==> config.mk <==
export PLATFORM = sky130hd
export DESIGN_NAME = bcbx_exec
export DESIGN_NICKNAME = d
export VERILOG_FILES = /design/src/pkg/bcbx_pkg.sv /design/src/bcbx_exec.sv
export VERILOG_INCLUDE_DIRS = /design/src /design/src/pkg
export SDC_FILE = /design/constraint.sdc
export NUM_CORES = 1
export LEC_CHECK = 0
export ABC_AREA = 0
export BUFFER_PORTS_ARGS = -buffer_cell sky130_fd_sc_hd__clkbuf_2
export CAP_MARGIN = 20
export CORE_MARGIN = 10
export CORE_UTILIZATION = 50
export CTS_BUF_LIST = sky130_fd_sc_hd__clkbuf_16
export DETAILED_ROUTE_END_ITERATION = 6
export PLACE_DENSITY = 0.89
export SETUP_SLACK_MARGIN = 0.4
export SYNTH_ARGS = -nofsm -noshare
export SYNTH_HDL_FRONTEND = slang
export SYNTH_SLANG_ARGS = --single-unit
==> constraint.sdc <==
create_clock -name CLK_I -period 4.05 [get_ports CLK_I]
set_input_delay 0.405 -clock CLK_I [delete_from_list [all_inputs] [get_ports CLK_I]]
set_output_delay 0.405 -clock CLK_I [all_outputs]
set_load 0.01 [all_outputs]
==> src/pkg/bcbx_consts.svh <==
// constants for the bit-clear and conditional-branch execute block
// How it works
// - The bit-clear opcode 1001 bbba ffff ffff forces bit b of the addressed register to 0.
// - Access bit 0 addresses the access bank, access bit 1 takes the bank from bank_pointer.
// - Access bit 0 with extended set enabled and operand at most 5Fh uses indexed offset.
// - Opcode 1110 0110 nnnn nnnn branches only when the negative flag is 1, no flag changes.
// - A taken branch loads the branch address plus 2 plus twice the signed 8-bit offset.
// - A taken branch lasts two cycles, PC written in Q4 of the first, second cycle all nop.
// - Opcode 1110 0010 nnnn nnnn branches only when the carry flag is 1.
`ifndef BCBX_CONSTS_SVH
`define BCBX_CONSTS_SVH

`define BCBX_PC_W        21
`define BCBX_ADDR_W      12
`define BCBX_BANK_W      4
`define BCBX_OP_BITZ     4'h9
`define BCBX_OP_BMINUS   8'he6
`define BCBX_OP_BCARRY   8'he2
`define BCBX_ILO_MAX     8'h5f
`define BCBX_ACC_LO_BANK 4'h0
`define BCBX_ACC_HI_BANK 4'hf
`define BCBX_PC_STEP     21'h000002
`define BCBX_PC_RST      21'h000000
`define BCBX_ADDR_RST    12'h000
`define BCBX_DATA_RST    8'h00

`endif

==> src/pkg/bcbx_pkg.sv <==
// types for the bit-clear and conditional-branch execute block
package bcbx_pkg;

   typedef enum logic [1:0] {
      BCBX_Q1 = 2'b00,
      BCBX_Q2 = 2'b01,
      BCBX_Q3 = 2'b10,
      BCBX_Q4 = 2'b11
   } bcbx_phase_t;

   typedef enum logic [1:0] {
      BCBX_OP_NONE   = 2'b00,
      BCBX_OP_BITZ   = 2'b01,
      BCBX_OP_BRANCH = 2'b10
   } bcbx_op_t;

   typedef struct packed {
      logic        we;
      logic [11:0] addr;
      logic [7:0]  data;
   } bcbx_rf_wr_t;

   typedef struct packed {
      logic        we;
      logic [20:0] target;
   } bcbx_pc_wr_t;

endpackage

==> src/bcbx_exec.sv <==
// execute logic for bit clear and branch-on-negative / branch-on-carry
`timescale 1ns/1ps
`include "bcbx_consts.svh"

module bcbx_exec (
   // clock and reset
   input  wire logic                      CLK_I,
   input  wire logic                      SRST_I,
   // instruction from fetch, sampled in Q1
   input  wire logic                      INSTR_VALID_I,
   input  wire logic [15:0]               INSTR_I,
   input  wire logic [`BCBX_PC_W-1:0]     PC_I,
   // core state
   input  wire logic                      NEG_I,
   input  wire logic                      CARRY_I,
   input  wire logic [`BCBX_BANK_W-1:0]   BANK_PTR_I,
   input  wire logic                      XINST_EN_I,
   input  wire logic [`BCBX_ADDR_W-1:0]   INDEX_BASE_I,
   // register file read, data sampled at end of Q2
   output logic      [`BCBX_ADDR_W-1:0]   RF_RADDR_O,
   input  wire logic [7:0]                RF_RDATA_I,
   // register file write, valid in Q4
   output bcbx_pkg::bcbx_rf_wr_t          RF_WR_O,
   // program counter write, valid in Q4
   output bcbx_pkg::bcbx_pc_wr_t          PC_WR_O,
   // phase and pipeline state
   output bcbx_pkg::bcbx_phase_t          PHASE_O,
   output logic                           NOP_CYCLE_O
);

   ////////////////////////////////////////////////////////////////////////////////
   // phase sequencer

   bcbx_pkg::bcbx_phase_t q_r;
   bcbx_pkg::bcbx_phase_t q_nxt;

   // four clocks per instruction cycle, Q1 to Q4 and round again
   always_comb begin
      case (q_r)
         bcbx_pkg::BCBX_Q1: begin
            q_nxt = bcbx_pkg::BCBX_Q2;
         end
         bcbx_pkg::BCBX_Q2: begin
            q_nxt = bcbx_pkg::BCBX_Q3;
         end
         bcbx_pkg::BCBX_Q3: begin
            q_nxt = bcbx_pkg::BCBX_Q4;
         end
         bcbx_pkg::BCBX_Q4: begin
            q_nxt = bcbx_pkg::BCBX_Q1;
         end
         default: begin
            q_nxt = bcbx_pkg::BCBX_Q1;
         end
      endcase
   end

   always_ff @(posedge CLK_I) begin
      if (SRST_I) begin
         q_r <= bcbx_pkg::BCBX_Q1;
      end else begin
         q_r <= q_nxt;
      end
   end

   wire in_q1 = (q_r == bcbx_pkg::BCBX_Q1);
   wire in_q2 = (q_r == bcbx_pkg::BCBX_Q2);
   wire in_q3 = (q_r == bcbx_pkg::BCBX_Q3);
   wire in_q4 = (q_r == bcbx_pkg::BCBX_Q4);

   ////////////////////////////////////////////////////////////////////////////////
   // decode (Q1)

   logic nop_r;

   wire [7:0] f_field   = INSTR_I[7:0];
   wire       acc_bit   = INSTR_I[8];
   wire [2:0] bit_field = INSTR_I[11:9];
   wire       take_instr = in_q1 && INSTR_VALID_I && !nop_r;

   wire is_bitz   = (INSTR_I[15:12] == `BCBX_OP_BITZ);
   wire is_bminus = (INSTR_I[15:8]  == `BCBX_OP_BMINUS);
   wire is_bcarry = (INSTR_I[15:8]  == `BCBX_OP_BCARRY);

   // flags are only read here; this block has no path that writes status
   wire br_cond = (is_bminus && NEG_I) || (is_bcarry && CARRY_I);

   wire use_ilo   = !acc_bit && XINST_EN_I && (f_field <= `BCBX_ILO_MAX);
   wire [`BCBX_ADDR_W-1:0] ilo_addr = INDEX_BASE_I + {4'h0, f_field};
   wire [`BCBX_BANK_W-1:0] acc_bank =
      (f_field <= `BCBX_ILO_MAX) ? `BCBX_ACC_LO_BANK : `BCBX_ACC_HI_BANK;
   wire [`BCBX_ADDR_W-1:0] dir_addr =
      acc_bit ? {BANK_PTR_I, f_field} : {acc_bank, f_field};
   wire [`BCBX_ADDR_W-1:0] eff_addr = use_ilo ? ilo_addr : dir_addr;

   // target = branch address + 2 + 2n, n sign extended
   wire [`BCBX_PC_W-1:0] offs2 =
      {{(`BCBX_PC_W-9){INSTR_I[7]}}, INSTR_I[7:0], 1'b0};
   wire [`BCBX_PC_W-1:0] br_target = PC_I + `BCBX_PC_STEP + offs2;

   bcbx_pkg::bcbx_op_t op_r;
   bcbx_pkg::bcbx_op_t op_nxt;
   logic [2:0]               bit_r;
   logic [`BCBX_ADDR_W-1:0]  addr_r;
   logic [`BCBX_PC_W-1:0]    target_r;
   logic                     taken_r;

   logic [2:0]               bit_nxt;
   logic [`BCBX_ADDR_W-1:0]  addr_nxt;
   logic [`BCBX_PC_W-1:0]    target_nxt;
   logic                     taken_nxt;

   // a Q1 with nothing taken leaves no op behind, so an old op never runs twice
   assign op_nxt = !take_instr ? bcbx_pkg::BCBX_OP_NONE :
                   is_bitz ? bcbx_pkg::BCBX_OP_BITZ :
                   (is_bminus || is_bcarry) ? bcbx_pkg::BCBX_OP_BRANCH :
                   bcbx_pkg::BCBX_OP_NONE;
   assign bit_nxt    = take_instr ? bit_field : bit_r;
   assign addr_nxt   = take_instr ? eff_addr : addr_r;
   assign target_nxt = take_instr ? br_target : target_r;
   assign taken_nxt  = take_instr && br_cond;

   // op and branch decision
   always_ff @(posedge CLK_I) begin
      if (SRST_I) begin
         op_r    <= bcbx_pkg::BCBX_OP_NONE;
         taken_r <= 1'b0;
      end else if (in_q1) begin
         op_r    <= op_nxt;
         taken_r <= taken_nxt;
      end
   end

   // operands, held until the next taken Q1
   always_ff @(posedge CLK_I) begin
      if (SRST_I) begin
         bit_r    <= 3'h0;
         addr_r   <= `BCBX_ADDR_RST;
         target_r <= `BCBX_PC_RST;
      end else if (in_q1) begin
         bit_r    <= bit_nxt;
         addr_r   <= addr_nxt;
         target_r <= target_nxt;
      end
   end

   // an idle or ignored Q1 clears the op so nothing stale executes
   wire op_bitz   = (op_r == bcbx_pkg::BCBX_OP_BITZ) && !nop_r;
   wire op_branch = (op_r == bcbx_pkg::BCBX_OP_BRANCH) && !nop_r;

   ////////////////////////////////////////////////////////////////////////////////
   // register read (Q2) and bit clear (Q3)

   logic [7:0] rdata_r;
   logic [7:0] wdata_r;
   logic [7:0] clr_mask;

   always_comb begin
      clr_mask = 8'hff;
      clr_mask[bit_r] = 1'b0;
   end

   wire [7:0] cleared = rdata_r & clr_mask;

   logic [7:0] rdata_nxt;
   logic [7:0] wdata_nxt;

   assign rdata_nxt = in_q2 ? RF_RDATA_I : rdata_r;
   assign wdata_nxt = in_q3 ? cleared : wdata_r;

   // operand byte, taken at the end of Q2
   always_ff @(posedge CLK_I) begin
      if (SRST_I) begin
         rdata_r <= `BCBX_DATA_RST;
      end else begin
         rdata_r <= rdata_nxt;
      end
   end

   // write byte with one bit forced low, formed at the end of Q3
   always_ff @(posedge CLK_I) begin
      if (SRST_I) begin
         wdata_r <= `BCBX_DATA_RST;
      end else begin
         wdata_r <= wdata_nxt;
      end
   end

   ////////////////////////////////////////////////////////////////////////////////
   // write strobes (Q4) and nop cycle

   logic rf_we_r;
   logic pc_we_r;
   logic nop_nxt;
   logic rf_we_nxt;
   logic pc_we_nxt;

   // strobes rise at the end of Q3 so each stands for the Q4 clock alone
   assign rf_we_nxt = in_q3 && op_bitz;
   // a branch not taken leaves the PC alone
   assign pc_we_nxt = in_q3 && op_branch && taken_r;

   // a taken branch marks the whole next instruction cycle as nop
   assign nop_nxt = in_q4 ? (op_branch && taken_r) : nop_r;

   always_ff @(posedge CLK_I) begin
      if (SRST_I) begin
         rf_we_r <= 1'b0;
         pc_we_r <= 1'b0;
         nop_r   <= 1'b0;
      end else begin
         rf_we_r <= rf_we_nxt;
         pc_we_r <= pc_we_nxt;
         nop_r   <= nop_nxt;
      end
   end

   ////////////////////////////////////////////////////////////////////////////////
   // outputs

   assign RF_RADDR_O     = addr_r;
   assign RF_WR_O.we     = rf_we_r;
   assign RF_WR_O.addr   = addr_r;
   assign RF_WR_O.data   = wdata_r;
   assign PC_WR_O.we     = pc_we_r;
   assign PC_WR_O.target = target_r;
   assign PHASE_O        = q_r;
   assign NOP_CYCLE_O    = nop_r;

endmodule

==> impl_results.md <==
* Synth Flop Type: dfxtp_1
* Warnings from Yosys at 0
* First-pass GRT wire length at roughly 19 mm
* Max Cap Violations at 0
* FMAX at 387.2 MHz
* Simple-gate share of the synthesized area at 21.65%
* Post-CTS Setup Inserts at 0
* Mux contribution to synthesized area at 2.960%
* FP Rows at 32
* GP Congestion at 0.9199
* Die height at between 100 and 150 um
* Largest net degree at the start of global routing at 56
* Vias in the first global route at 4107
* Avg Cell Area, Syn at between 8 and 9 sq um
* Gate Count Post-Synth at roughly 500
* Met1 Use GR at 21.78%
* CTS Root Cell: clkbuf_16
* Vias at 4070
* Via/cell ratio at 5.732
* Design Power at approximately 2.4 mW
* Slew headroom at approximately 54%
* Max-slew violation count at 0
* Post-Route WL at ~12 mm
* Worst-Skew Late Latency at around 0.33 ns
* RSZ-0062 raised after global routing: false
* Total Routing Usage GR at 19.93%
* PwrDens at 472.9 mW/mm^2
* WL per Instance at 17.31 um
* Setup TNS at 0 ns
* Drt drc at 0
* Post-Place Cells at slightly below 700
* Antenna violations before repair at 0
* Post-route design area at approximately 0.0050 sq mm
* CP required at 4.27 ns
* Die width at 110.1 um
* Synth Area in Compound Gates at about a fifth
* Crit share post-route at 63.77%
* TritonCTS clock tree: yes
* Placed Area at 0.004639 sq mm
* FFs w/ async S/R, synth at 0%
* Synth Area in Adders at between 10% and 20%
* WP data arrival at 2.80 ns
* Die area at 0.01212 sq mm
* Tightest Hold Check Type: input port to register
* Inserted Diodes at 0
* Grt ovf at 0
* Crit path from: INSTR_I[1]
* Core area at between 0.007 and 0.008 sq mm
* Hold Path Origin: PC_I[0]
* Layout cells sized above 1 at 25.33%
* Post-synth EDFFs at 0
* Nets at 721
* Fin. Hold Viols at 0
* Initial Utilization at 51.97%
* Area of the multi-input gates at 0.002615 sq mm
* Worst r2r src: PHASE_O[1]
* Endpoints failing setup at 0
* Port Buffer Count at ~120
* Crit Path Class: input port to register
* Clk sinks at 60
* Crit-path max FO at 4
* LEAKAGE at 2.327 nW
* Met3 usage at 4.991%
* CTS Buffer Depth at 2
* Hold_buf cts at 0
* Final HPWL DP at roughly 9.6 mm
* Critical Path Start Type: input port
* Final clock skew at 0.007550 ns
* CTS Buf Count at 9
* Critical path endpoint category: register
* Final non-filler cell total at 710
* Max VDD drop at between 0.2 and 0.3 mV
* Post-CTS Resized at 0
* Final ANT Viol Nets at 0
* Sequential area share after synthesis at approximately 30%
* Worst-margin pin slew at 0.6833 ns
* Synth Register Bits at 60
* XOR/XNOR Fraction of Synth Area at 3.885%
* Largest family of logic cells by synthesized area: simple AND/OR/NAND/NOR gates
* Synth-to-layout area growth at 22.94%
* Fillcell total at ~700
* H-tree Lvls at 3
* Minimum clock period at 2.583 ns
* Grt met2 use at 35.90%
* Status: completed
* Post-synth cell types at 54
* 1st-iter DRT viols at 212
* Synth Net Count at 620
* Drt pass-1 iters at 5
* Finished Core Util at 63.89%
* Post-synthesis instance area at roughly 0.0041 sq mm
* Clock Pin Slew Worst Setup and Hold Paths at 0.05 ns
* Ports at 125
* R2R Setup Slk at 1.60 ns
* GR peak layer: met2
* Reg area at 0.001201 sq mm
==> sequential cells by signal (all words and copies together), names as in the netlist <==
name and flops:
PHASE_O 2, RF_RADDR_O 12, rf_we_r 1, wdata_r 8, target_r 21, pc_we_r 1, rdata_r 8, op_r 2
bit_r 3, NOP_CYCLE_O 1, taken_r 1
==> Yosys cell counts, types with 7 or more instances <==
| library cell | count | area, sq um |
|---|---|---|
| dfxtp_1 | 60 | 1201 |
| o21ai_0 | 17 | 85.08 |
| mux2i_1 | 12 | 120.1 |
| nand3_1 | 16 | 80.08 |
| xnor2_1 | 7 | 61.31 |
| ha_1 | 49 | 613.1 |
| xor2_1 | 11 | 96.34 |
| nand2_1 | 62 | 232.7 |
| a211oi_1 | 10 | 75.07 |
| a21oi_1 | 55 | 275.3 |
| a21o_1 | 10 | 75.07 |
| buf_4 | 14 | 105.1 |
| nor2_1 | 43 | 161.4 |
| clkbuf_1 | 21 | 78.83 |
| nor3_1 | 13 | 65.06 |
| inv_1 | 14 | 52.55 |
| nand2b_1 | 15 | 93.84 |
==> worst max-delay path, cell delays in order <==
cell and delay [ns]:
clkbuf_2 0.13, ha_1 0.30, ha_1 0.17, inv_1 0.06, fa_1 0.39, nand2b_1 0.20, a21o_1 0.20, a22o_1 0.25
o41ai_2 0.41, xor2_1 0.11, a22o_1 0.18
==> layer usage <==
layer  wire, um  vias up
met3       1049       30
li1           -     1979
met4        350        0
met5          0        -
met2       6128      174
met1       4760     1887
==> cells by family after synthesis <==
logic type / after synthesis
and+or+nand+nor: 184
AOI/OAI and AO/OA: 126
DFF: 60
buffers and inverters: 51
adders and majority gates: 51
xor gates and xnor gates: 18
muxes: 12
==> placed cells by master, fill, tap and decap left out, types with 7 or more instances in the layout <==
| cell | Yosys | final |
|---|---|---|
| nand3_1 | 16 | 16 |
| dfxtp_1 | 60 | 60 |
| clkbuf_16 | 0 | 9 |
| ha_1 | 49 | 49 |
| o21ai_0 | 17 | 17 |
| a211oi_1 | 10 | 10 |
| xnor2_1 | 7 | 7 |
| a21o_1 | 10 | 10 |
| nor3_1 | 13 | 13 |
| nand2b_1 | 15 | 15 |
| a21oi_1 | 55 | 55 |
| mux2i_1 | 12 | 12 |
| nand2_1 | 62 | 62 |
| inv_1 | 14 | 14 |
| xor2_1 | 11 | 11 |
| nor2_1 | 43 | 42 |
| clkbuf_2 | 0 | 124 |
==> per-stage QoR <==
stage | setup WS, ns | hold slack, ns
final | 1.467 | 0.3128
after global routing | 1.384 | 0.3230
after CTS | 1.495 | 0.3044
after detailed placement | 1.198 | 0.4490
after global placement | 1.290 | 0.4393
after floorplan | 1.521 | 0.4200
==> path summary, 6_finish.rpt <==
check	to	cells after the start
setup reg to reg	target_r[17]	8
hold reg to reg	target_r[12]	2
setup / recovery	target_r[18]	11
hold / removal	target_r[0]	3
==> final cells by class <==
cell class	instances	share of cell area, %
Multi-Input combinational cell	391	52.42
Sequential cell	60	24.08
Timing Repair Buffer	127	12.89
Clock buffer	9	4.515
Tap cell	102	2.558
Clock inverter	7	2.483
Inverter	14	1.053
==> power breakdown <==
part / internal, mW / switching, mW
registers: 0.677 / 0.0637
clock network: 0.604 / 0.282
logic: 0.296 / 0.437
No activity file was read; power rests on OpenSTA's default activity.
